`config.mk`:
```
export PLATFORM = sky130hd
export DESIGN_NAME = ccu_top
export DESIGN_NICKNAME = d
export VERILOG_FILES = /design/src/inc/ccu_pkg.sv /design/src/ccu_top.sv
export VERILOG_INCLUDE_DIRS = /design/src /design/src/inc
export SDC_FILE = /design/constraint.sdc
export NUM_CORES = 1
export LEC_CHECK = 0
export BUFFER_PORTS_ARGS = -buffer_cell sky130_fd_sc_hd__clkbuf_2
export CAP_MARGIN = 20
export CORE_MARGIN = 2
export CORE_UTILIZATION = 30
export CTS_CLUSTER_SIZE = 30
export DETAILED_ROUTE_END_ITERATION = 7
export GPL_TIMING_DRIVEN = 0
export PLACE_DENSITY = 0.5
export SYNTH_ARGS = -nofsm -noshare
export SYNTH_HDL_FRONTEND = slang
export SYNTH_SLANG_ARGS = --single-unit
```
`constraint.sdc`:
```
create_clock -name CLK_SYS -period 2.95 [get_ports CLK_SYS]
set_clock_uncertainty 0.15 [all_clocks]
set_input_delay 0.4425 -clock CLK_SYS [delete_from_list [all_inputs] [get_ports CLK_SYS]]
set_output_delay 0.4425 -clock CLK_SYS [all_outputs]
set_load 0.03 [all_outputs]
```
`src/inc/ccu_regs.svh`:
```
// Register offsets, field positions, reset values and mode codes of the capture/compare unit
`ifndef CCU_REGS_SVH
`define CCU_REGS_SVH
`define CCU_OFF_CTRL1    12'h000
`define CCU_OFF_CTRL2    12'h004
`define CCU_OFF_HOLD1H   12'h008
`define CCU_OFF_HOLD1L   12'h00C
`define CCU_OFF_HOLD2H   12'h010
`define CCU_OFF_HOLD2L   12'h014
`define CCU_OFF_TSEL     12'h018
`define CCU_OFF_ROUTE    12'h01C
`define CCU_OFF_FLAGS    12'h020
`define CCU_OFF_PORT     12'h024
`define CCU_OFF_SLEEP    12'h028
`define CCU_TSEL_U1_BIT  0
`define CCU_TSEL_U2_BIT  3
`define CCU_ROUTE_BIT    0
`define CCU_ROUTE_RST    1'h1
`define CCU_CTRL_RST     8'h00
`define CCU_M_OFF        4'h0
`define CCU_M_TOGGLE     4'h2
`define CCU_M_CAP_FALL   4'h4
`define CCU_M_CAP_RISE   4'h5
`define CCU_M_CAP_R4     4'h6
`define CCU_M_CAP_R16    4'h7
`define CCU_M_SET        4'h8
`define CCU_M_CLR        4'h9
`define CCU_M_SWINT      4'hA
`define CCU_M_SPECIAL    4'hB
`define CCU_PRE4_LAST    4'h3
`define CCU_PRE16_LAST   4'hF
`endif

```
`src/inc/ccu_pkg.sv`:
```
// Types shared by the capture/compare unit
package ccu_pkg;
    typedef struct packed {
        logic [7:0]  ctrl;
        logic [15:0] hold;
        logic [3:0]  pre;
        logic        flag;
        logic        outl;
        logic        pin_d;
        logic        match_d;
    } ccu_unit_t;
    typedef struct packed {
        ccu_unit_t [1:0] u;
        logic [1:0]      tsel;
        logic            route;
        logic            port_lat;
        logic            port_dir_out;
        logic            sleep;
        logic [31:0]     prdata;
        logic            pready;
        logic            pslverr;
        logic [1:0]      tmr_rst;
        logic [1:0]      tmr_hold;
        logic [2:0]      pin_oe;
        logic [1:0]      pin_o;
    } ccu_state_t;
endpackage

```
`src/ccu_top.sv`:
```
// Two-unit capture/compare block with an APB register port
// Notes on behaviour
// - A port write changing a driven event pin counts as a capture event.
// - Second unit pin route: 0 selects port B pin, 1 (default) port C pin.
// - Changing capture mode may set a spurious flag; allowed.
// - Mode field picks one of four capture prescalings.
// - Prescaler cleared while unit off or not capturing.
// - Every reset clears the prescaler counter.
// - Switching between capture prescalings leaves the counter as is.
// - In sleep a system-clocked timer holds and resumes after wake.
// - Capture still works in sleep with an externally clocked timer.
// - Each unit picks one of two timers through its select bit.
// - Compare mode matches holding pair against selected timer continuously.
// - On match the mode toggles, sets, clears pin, fires special trigger, or interrupts.
// - Compare match sets the flag in the same cycle as the action.
// - Capture copies timer into holding pair and sets a sticky flag.
// - Events: falling, rising, every 4th or 16th rising edge; new value overwrites.
// - Mode 1010 interrupts only and leaves the pin alone.
// - Mode 1011 sets flag, resets timer to zero next edge, no pin drive.
//
// Added by the designer: the register addresses and register access over APB.
`include "ccu_regs.svh"
`timescale 1ns/1ps
`default_nettype none
module ccu_top (
    input  wire logic        CLK_SYS,
    input  wire logic        SYS_RST,
    input  wire logic        PSEL,
    input  wire logic        PENABLE,
    input  wire logic        PWRITE,
    input  wire logic [11:0] PADDR,
    input  wire logic [31:0] PWDATA,
    output logic      [31:0] PRDATA,
    output logic             PREADY,
    output logic             PSLVERR,
    input  wire logic [15:0] TIMER_A_COUNT,
    input  wire logic [15:0] TIMER_B_COUNT,
    input  wire logic        TIMER_A_EXT_CLK,
    input  wire logic        TIMER_B_EXT_CLK,
    input  wire logic        ENH_PIN_I,
    output logic             ENH_PIN_O,
    output logic             ENH_PIN_OE,
    input  wire logic        STD_PIN_B_I,
    input  wire logic        STD_PIN_C_I,
    output logic             STD_PIN_B_O,
    output logic             STD_PIN_B_OE,
    output logic             STD_PIN_C_O,
    output logic             STD_PIN_C_OE,
    output logic             TIMER_A_RESET,
    output logic             TIMER_B_RESET,
    output logic             TIMER_A_HOLD,
    output logic             TIMER_B_HOLD
);
    // ************************************************************
    // Pin synchronisers
    // ************************************************************
    logic [2:0] sync1_r;
    logic [2:0] sync2_r;
    logic [2:0] raw_pins;
    assign raw_pins = {STD_PIN_C_I, STD_PIN_B_I, ENH_PIN_I};

    // Two flops for every pin input
    always_ff @(posedge CLK_SYS or posedge SYS_RST) begin
        if (SYS_RST) begin
            sync1_r <= 3'h0;
            sync2_r <= 3'h0;
        end else begin
            sync1_r <= raw_pins;
            sync2_r <= sync1_r;
        end
    end

    // ************************************************************
    // State and next state
    // ************************************************************
    ccu_pkg::ccu_state_t st_r;
    ccu_pkg::ccu_state_t st_nxt;

    logic        wr_acc;
    logic        rd_acc;
    logic        sel_a;
    logic [15:0] tcount;
    logic        pin_in;
    logic [3:0]  md;
    logic        is_cap;
    logic        evt;
    logic        fire;
    logic        match;
    logic        drives;
    logic        drv_mode;
    logic [3:0]  plast;

    // Next-state logic for bus, captures and compares
    always_comb begin
        st_nxt = st_r;
        wr_acc = PSEL && PENABLE && PWRITE;
        rd_acc = PSEL && PENABLE && !PWRITE;
        sel_a = 1'b0;
        tcount = 16'h0000;
        pin_in = 1'b0;
        md = 4'h0;
        is_cap = 1'b0;
        evt = 1'b0;
        fire = 1'b0;
        match = 1'b0;
        drives = 1'b0;
        drv_mode = 1'b0;
        plast = 4'h0;
        st_nxt.pready = 1'b0;
        st_nxt.pslverr = 1'b0;
        st_nxt.tmr_rst = 2'h0;
        // Decode at the first access edge; ready, read data and error stand the next cycle
        if (PSEL && PENABLE && !st_r.pready) begin
            st_nxt.pready = 1'b1;
            st_nxt.prdata = 32'h0000_0000;
            unique case (PADDR)
                `CCU_OFF_CTRL1:  st_nxt.prdata[7:0] = st_r.u[0].ctrl;
                `CCU_OFF_CTRL2:  st_nxt.prdata[7:0] = st_r.u[1].ctrl;
                `CCU_OFF_HOLD1H: st_nxt.prdata[7:0] = st_r.u[0].hold[15:8];
                `CCU_OFF_HOLD1L: st_nxt.prdata[7:0] = st_r.u[0].hold[7:0];
                `CCU_OFF_HOLD2H: st_nxt.prdata[7:0] = st_r.u[1].hold[15:8];
                `CCU_OFF_HOLD2L: st_nxt.prdata[7:0] = st_r.u[1].hold[7:0];
                `CCU_OFF_TSEL: begin
                    st_nxt.prdata[`CCU_TSEL_U1_BIT] = st_r.tsel[0];
                    st_nxt.prdata[`CCU_TSEL_U2_BIT] = st_r.tsel[1];
                end
                `CCU_OFF_ROUTE:  st_nxt.prdata[`CCU_ROUTE_BIT] = st_r.route;
                `CCU_OFF_FLAGS:  st_nxt.prdata[1:0] = {st_r.u[1].flag, st_r.u[0].flag};
                `CCU_OFF_PORT:   st_nxt.prdata[1:0] = {st_r.port_dir_out, st_r.port_lat};
                `CCU_OFF_SLEEP:  st_nxt.prdata[0] = st_r.sleep;
                default:         st_nxt.pslverr = 1'b1;
            endcase
            // Writes and refused reads answer with zero data
            if (!rd_acc || st_nxt.pslverr) begin
                st_nxt.prdata = 32'h0000_0000;
            end
        end
        // Writes land at the edge that completes the transfer, while ready stands
        if (wr_acc && st_r.pready) begin
            unique case (PADDR)
                // Direct prescale switches keep the counter
                `CCU_OFF_CTRL1:  st_nxt.u[0].ctrl = PWDATA[7:0];
                `CCU_OFF_CTRL2:  st_nxt.u[1].ctrl = {2'h0, PWDATA[5:0]};
                `CCU_OFF_HOLD1H: st_nxt.u[0].hold[15:8] = PWDATA[7:0];
                `CCU_OFF_HOLD1L: st_nxt.u[0].hold[7:0] = PWDATA[7:0];
                `CCU_OFF_HOLD2H: st_nxt.u[1].hold[15:8] = PWDATA[7:0];
                `CCU_OFF_HOLD2L: st_nxt.u[1].hold[7:0] = PWDATA[7:0];
                `CCU_OFF_TSEL: begin
                    st_nxt.tsel[0] = PWDATA[`CCU_TSEL_U1_BIT];
                    st_nxt.tsel[1] = PWDATA[`CCU_TSEL_U2_BIT];
                end
                `CCU_OFF_ROUTE:  st_nxt.route = PWDATA[`CCU_ROUTE_BIT];
                `CCU_OFF_FLAGS: begin
                    // Write one to clear; hardware set below wins
                    st_nxt.u[0].flag = st_r.u[0].flag & ~PWDATA[0];
                    st_nxt.u[1].flag = st_r.u[1].flag & ~PWDATA[1];
                end
                `CCU_OFF_PORT: begin
                    st_nxt.port_lat = PWDATA[0];
                    st_nxt.port_dir_out = PWDATA[1];
                end
                `CCU_OFF_SLEEP:  st_nxt.sleep = PWDATA[0];
                default:         st_nxt.pslverr = 1'b0; // Refused: no effect
            endcase
        end
        // Sleep holds system-clocked timers; external clocks keep counting
        st_nxt.tmr_hold[0] = st_nxt.sleep && !TIMER_A_EXT_CLK;
        st_nxt.tmr_hold[1] = st_nxt.sleep && !TIMER_B_EXT_CLK;
        // Per-unit capture and compare
        for (int i = 0; i < 2; i++) begin
            md = st_r.u[i].ctrl[3:0];
            sel_a = !st_r.tsel[i];
            tcount = sel_a ? TIMER_A_COUNT : TIMER_B_COUNT;
            // Unit two reads the routed pin; a driven pin reads the port latch
            if (i == 0) begin
                pin_in = sync2_r[0];
            end else begin
                pin_in = st_r.route ? sync2_r[2] : sync2_r[1];
            end
            drives = (i == 0) ? st_r.pin_oe[0] : (st_r.pin_oe[1] || st_r.pin_oe[2]);
            if (drives && st_r.port_dir_out) begin
                pin_in = st_r.port_lat;
            end else if (st_r.port_dir_out && md[3:2] == 2'h1) begin
                pin_in = st_r.port_lat;
            end
            // Edge detector runs in every mode, so a mode change may capture
            st_nxt.u[i].pin_d = pin_in;
            is_cap = (md[3:2] == 2'h1);
            evt = 1'b0;
            fire = 1'b0;
            plast = (md == `CCU_M_CAP_R4) ? `CCU_PRE4_LAST : `CCU_PRE16_LAST;
            if (!is_cap) begin
                st_nxt.u[i].pre = 4'h0;
            end else if (md == `CCU_M_CAP_FALL) begin
                fire = st_r.u[i].pin_d && !pin_in;
            end else begin
                evt = !st_r.u[i].pin_d && pin_in;
                if (md == `CCU_M_CAP_RISE) begin
                    fire = evt;
                end else if (evt) begin
                    // Counted rising edges for 1:4 and 1:16
                    fire = (st_r.u[i].pre[3:0] & plast) == plast;
                    st_nxt.u[i].pre = fire ? 4'h0 : st_r.u[i].pre + 4'h1;
                end
            end
            if (fire) begin
                st_nxt.u[i].hold = tcount;
                st_nxt.u[i].flag = 1'b1;
            end
            // Compare: edge of equality so one match gives one action
            match = (md[3] || md == `CCU_M_TOGGLE) && (tcount == st_r.u[i].hold);
            st_nxt.u[i].match_d = match;
            if (match && !st_r.u[i].match_d) begin
                st_nxt.u[i].flag = 1'b1;
                unique case (md)
                    `CCU_M_TOGGLE:  st_nxt.u[i].outl = !st_r.u[i].outl;
                    `CCU_M_SET:     st_nxt.u[i].outl = 1'b1;
                    `CCU_M_CLR:     st_nxt.u[i].outl = 1'b0;
                    `CCU_M_SPECIAL: st_nxt.tmr_rst[sel_a ? 0 : 1] = 1'b1;
                    default:        st_nxt.u[i].outl = st_r.u[i].outl;
                endcase
            end
            // Cleared control forces the compare latch low
            if (st_r.u[i].ctrl == `CCU_CTRL_RST) begin
                st_nxt.u[i].outl = 1'b0;
            end
            // Pin is driven only in toggle, set and clear modes
            drv_mode = (md == `CCU_M_TOGGLE) || (md == `CCU_M_SET)
                       || (md == `CCU_M_CLR);
            // Unit two drives only the pin that its route selects
            if (i == 0) begin
                st_nxt.pin_oe[0] = drv_mode;
            end else begin
                st_nxt.pin_oe[1] = drv_mode && !st_nxt.route;
                st_nxt.pin_oe[2] = drv_mode && st_nxt.route;
            end
            st_nxt.pin_o[i] = st_nxt.u[i].outl;
        end
    end

    // State register; reset clears prescalers and controls
    always_ff @(posedge CLK_SYS or posedge SYS_RST) begin
        if (SYS_RST) begin
            st_r <= '0;
            st_r.route <= `CCU_ROUTE_RST;
        end else begin
            st_r <= st_nxt;
        end
    end

    // ************************************************************
    // Outputs
    // ************************************************************
    // Every output comes straight from the state register
    assign PRDATA = st_r.prdata;
    assign PREADY = st_r.pready;
    assign PSLVERR = st_r.pslverr;
    assign ENH_PIN_O = st_r.pin_o[0];
    assign ENH_PIN_OE = st_r.pin_oe[0];
    assign STD_PIN_B_O = st_r.pin_o[1];
    assign STD_PIN_B_OE = st_r.pin_oe[1];
    assign STD_PIN_C_O = st_r.pin_o[1];
    assign STD_PIN_C_OE = st_r.pin_oe[2];
    assign TIMER_A_RESET = st_r.tmr_rst[0];
    assign TIMER_B_RESET = st_r.tmr_rst[1];
    assign TIMER_A_HOLD = st_r.tmr_hold[0];
    assign TIMER_B_HOLD = st_r.tmr_hold[1];

    // ************************************************************
    // Assertions
    // ************************************************************
    property p_cap_flag;
        @(posedge CLK_SYS) disable iff (SYS_RST)
        (st_r.u[0].ctrl[3:0] == `CCU_M_CAP_RISE && !st_r.u[0].pin_d && st_nxt.u[0].pin_d
         && !st_r.port_dir_out) |=> st_r.u[0].flag;
    endproperty
    a_cap_flag: assert property (p_cap_flag) else $error("capture did not set flag");
    property p_pre_off;
        @(posedge CLK_SYS) disable iff (SYS_RST)
        (st_r.u[1].ctrl[3:2] != 2'h1) |=> (st_r.u[1].pre == 4'h0);
    endproperty
    a_pre_off: assert property (p_pre_off) else $error("prescaler not cleared");
    property p_swint;
        @(posedge CLK_SYS) disable iff (SYS_RST)
        (st_r.u[0].ctrl[3:0] == `CCU_M_SWINT) [*2] |-> !ENH_PIN_OE;
    endproperty
    a_swint: assert property (p_swint) else $error("software mode drove pin");
    property p_route;
        @(posedge CLK_SYS) disable iff (SYS_RST)
        !(STD_PIN_B_OE && STD_PIN_C_OE);
    endproperty
    a_route: assert property (p_route) else $error("both routes driven");
    property p_special;
        @(posedge CLK_SYS) disable iff (SYS_RST)
        $rose(TIMER_A_RESET) |-> (st_r.u[0].flag || st_r.u[1].flag) ##1 !TIMER_A_RESET;
    endproperty
    a_special: assert property (p_special) else $error("timer reset without flag");
    property p_set_mode;
        @(posedge CLK_SYS) disable iff (SYS_RST)
        (st_r.u[0].ctrl[3:0] == `CCU_M_SET && $rose(st_r.u[0].match_d)) |-> ENH_PIN_O
            && st_r.u[0].flag;
    endproperty
    a_set_mode: assert property (p_set_mode) else $error("set mode missed");
    property p_cmp_flag;
        @(posedge CLK_SYS) disable iff (SYS_RST)
        $rose(st_r.u[0].match_d) |-> st_r.u[0].flag;
    endproperty
    a_cmp_flag: assert property (p_cmp_flag) else $error("compare flag late");
    property p_ready;
        @(posedge CLK_SYS) disable iff (SYS_RST)
        (PSEL && !PENABLE) ##1 (PSEL && PENABLE) |=> PREADY;
    endproperty
    a_ready: assert property (p_ready) else $error("bus answer late");
    property p_flag_sticky;
        @(posedge CLK_SYS) disable iff (SYS_RST)
        (st_r.u[0].flag && !(wr_acc && PADDR == `CCU_OFF_FLAGS)) |=> st_r.u[0].flag;
    endproperty
    a_flag_sticky: assert property (p_flag_sticky) else $error("flag lost");
    property p_spec_pin;
        @(posedge CLK_SYS) disable iff (SYS_RST)
        (st_r.u[0].ctrl[3:0] == `CCU_M_SPECIAL) [*2] |-> !ENH_PIN_OE;
    endproperty
    a_spec_pin: assert property (p_spec_pin) else $error("special mode drove pin");
    property p_toggle;
        @(posedge CLK_SYS) disable iff (SYS_RST)
        ($past(st_r.u[0].ctrl[3:0]) == `CCU_M_TOGGLE && $rose(st_r.u[0].match_d))
            |-> (ENH_PIN_O != $past(ENH_PIN_O));
    endproperty
    a_toggle: assert property (p_toggle) else $error("toggle mode missed");
    property p_clr_mode;
        @(posedge CLK_SYS) disable iff (SYS_RST)
        ($past(st_r.u[0].ctrl[3:0]) == `CCU_M_CLR && $rose(st_r.u[0].match_d))
            |-> (!ENH_PIN_O && st_r.u[0].flag);
    endproperty
    a_clr_mode: assert property (p_clr_mode) else $error("clear mode missed");
    property p_cap_hold;
        @(posedge CLK_SYS) disable iff (SYS_RST)
        (st_r.u[0].ctrl[3:0] == `CCU_M_CAP_RISE && !st_r.u[0].pin_d && st_nxt.u[0].pin_d
         && !st_r.tsel[0]) |=> (st_r.u[0].hold == $past(TIMER_A_COUNT));
    endproperty
    a_cap_hold: assert property (p_cap_hold) else $error("capture value wrong");
    c_cap: cover property (@(posedge CLK_SYS) $rose(st_r.u[0].flag));
    c_rst: cover property (@(posedge CLK_SYS) TIMER_A_RESET);
    c_tog: cover property (@(posedge CLK_SYS) $changed(ENH_PIN_O));
endmodule
`default_nettype wire

```
==> flow_summary.json <==
{
  "async_flop_share_pct": 100,
  "clk_pin_slew_ps": 70,
  "crit_chain": "clkbuf_1 -> mux2i_1 -> xnor2_1 -> nor4_1 -> nand4_1 -> or3_1 -> o21ai_0",
  "nFillCells": 1867,
  "cts_tree": "yes",
  "dieArea_mm2": 0.0202,
  "synth_top_area_share_pct": 39.4,
  "area.growth.synth_to_final_pct": 20.0,
  "crit_fanout": 10,
  "hp-class": "in -> async",
  "start_util_pct": 30.5,
  "dr.pass1.iters": 5,
  "cp_num_cells": 7,
  "antenna_found_initial": 0,
  "dr.first_iter.drc_count": 375,
  "cap_violations": 0,
  "fmax_ghz": 0.360,
  "slew_headroom_pct": 41.9,
  "place_hpwl_um": 13000,
  "status": "finished clean",
  "dieHeight_um": 142,
  "start_kind": "flop",
  "critical_path_class": "reg -> reg",
  "cts_resized": 0,
  "grt_util_all_layers_pct": 17.6,
  "yosysSeqAreaShare_pct": 39.9,
  "ys_ff_latch": 91,
  "ant_nets": 0,
  "drt_wl_total_um": 17200,
  "port_buffers": 79,
  "grt_setup_unrepaired": "no",
  "yosysWarnings": 0,
  "setup_viol": 0,
  "cts_sinks": 91,
  "synth_area_per_cell_um2": 10.4,
  "h-tree-depth": 3,
  "r2r-start": "st_r[48]",
  "diodes": 0,
  "synth_common_cells": "mux2i_1 (107), dfrtp_1 (90), nand2_1 (36)",
  "fin_crit_ps": 2780,
  "grt_pass1_wl_um": 26400,
  "clk_latency_ps": 360,
  "die_w_um": 142,
  "synth-edff-count": 0,
  "cts_buffers": 9,
  "tightestPinTransition_ps": 863,
  "grt_pass1_vias": 4572,
  "io_pins": 130,
  "final_hold_viol_count": 0,
  "grt_max_degree": 40,
  "p_per_area_mw_per_mm2": 411,
  "cts-root-buf": "clkbuf_16",
  "critPathSlowestCell": "clkbuf_1",
  "synth_top_area_cell": "dfrtp_1",
  "drv_slew": 0,
  "max-vdd-ir-drop_uv": 248,
  "drive_gt1_share_pct": 27.2,
  "period_share_pct": 94.2,
  "vias": 4576,
  "drcViolationCount": 0,
  "fin_nets": 755,
  "endpoint_kind": "flop",
  "synth_most_common_cell": "mux2i_1",
  "holdWs_ps": 11.9,
  "r2r_cells": 7,
  "path_buf_inv": 1,
  "place.gp.congestion": 0.850,
  "post-place-ws_ps": -75.6,
  "syn_inst": 550,
  "required_ps": 3070,
  "core-area_mm2": 0.0187,
  "rows": 50,
  "wl_per_cell_um": 19.0,
  "p_leak_uw": 0.00325,
  "synthesis.area_mm2": 0.00571,
  "synth_cell_types": 63,
  "path_delay_family": "simple AND/OR/NAND/NOR gates",
  "cts_max_path_buffers": 2,
  "vias_per_cell": 5.05,
  "synth_area_leaders": "dfrtp_1 (39%), mux2i_1 (19%), buf_4 (4.6%), mux2_2 (4.1%), xor2_1 (2.9%)",
  "cpPeakStageDelay_ps": 610,
  "worstPathArrival_ps": 2900,
  "grt-ovfl-total": 0,
  "synthFlopType": "dfrtp_1",
  "layout_setup_ws_ps": 170,
  "critPathLaunch": "st_r[48]"
}
-- worst register-to-register path, delay by kind of cell, from the launching register on --
kind | cells | cell delay (ps)
AND/OR/NAND/NOR | 3 | 810
buffers and inverters | 1 | 610
multiplexers | 1 | 470
flip-flops | 1 | 340
AO/OA/AOI/OAI | 1 | 210
XOR/XNOR | 1 | 110
-- layer usage --
layer  GRT usage, %  routed length, um  up-vias  part of all wire, %
li1               -                  -     2160                    -
met1           23.7               7870     2240                   46
met2           28.2               7970      150                   46
met3           2.29                889       26                  5.2
met4           7.95                493        0                  2.9
met5              0                  0        -                    0
-- repair_timing --
action                                  4_1_cts  5_1_grt
buffers inserted                              2        0
hold buffers                                  0        0
endpoints found under the setup margin        3        0
-- flip-flops by register name, indices dropped and copies added, names as in the netlist, 3 cells and up --
signal,count
st_r,62
PRDATA,8
md,4
sync1_r,3
sync2_r,3
-- path summary, 6_finish.rpt --
| kind | end | slack [ps] |
|---|---|---|
| worst max-delay path | STD_PIN_B_O | 170 |
| worst min-delay path | st_r[47] | 10 |
| worst max register to register | STD_PIN_B_O | 170 |
| worst min register to register | sync2_r[2] | 200 |
| max in group asynchronous | st_r[80] | 2000 |
| min in group CLK_SYS | sync1_r[1] | 40 |
-- layout make-up --
type                            instances  area (um2)  area share (%)
Buffer                                 58         403            5.88
Inverter                               15        60.1           0.876
Clock buffer                           10         239            3.49
Timing Repair Buffer                   83         450            6.57
Sequential cell                        91        2280            33.2
Clock inverter                          6        68.8            1.00
Multi-Input combinational cell        409        3060            44.7
Tap cell                              234         293            4.27
-- kinds of logic (layout without fill, tap and decap cells) --
logic type                 after synthesis  after routing  synth area share (%)
AOI/OAI and AO/OA                       72             72                  8.52
xor gates and xnor gates                32             32                  4.91
adders and majority gates                2              2                 0.438
buffers and inverters                   73            172                  8.04
DFF                                     91             91                  39.9
muxes                                  133            133                  24.6
other                                    1             24                0.0657
and+or+nand+nor                        146            146                  13.5
-- where the power goes --
group	internal, uW	switching [uW]
registers	1270	15.7
logic	117	198
clock network	688	531
total	2070	744
-- placed cells by master, fill, tap and decap left out, types with 4 or more instances in the layout --
cell	instances
mux2i_1	107
dfrtp_1	90
clkbuf_2	79
buf_4	37
nand2_1	36
nor2_1	33
conb_1	24
mux2_2	21
xor2_1	19
o21ai_0	17
a21oi_1	15
clkbuf_1	13
inv_1	13
xnor2_1	13
nand3_1	11
nor2b_1	9
or4_1	9
clkbuf_16	9
nand4_1	7
nor4_1	7
o22ai_1	6
or3_1	6
nor3_1	5
nand2b_1	4
a22oi_1	4
a32o_1	4
-- per-stage QoR --
| step | instance area [um2] | instances | setup TNS [ps] | utilization (%) | power (uW) |
|---|---|---|---|---|---|
| floorplan | 5800 | 573 | 0 | - | 1500 |
| global placement | 6490 | 886 | -853 | 34.7 | 1610 |
| detailed placement | 6530 | 888 | -543 | 34.9 | 1620 |
| CTS | 6850 | 906 | 0 | 36.6 | 2850 |
| global route | 6850 | 906 | 0 | 36.6 | 2930 |
| finish | 6850 | 906 | 0 | 36.6 | 2810 |
Note: power is estimated with default switching activity, not from simulation.
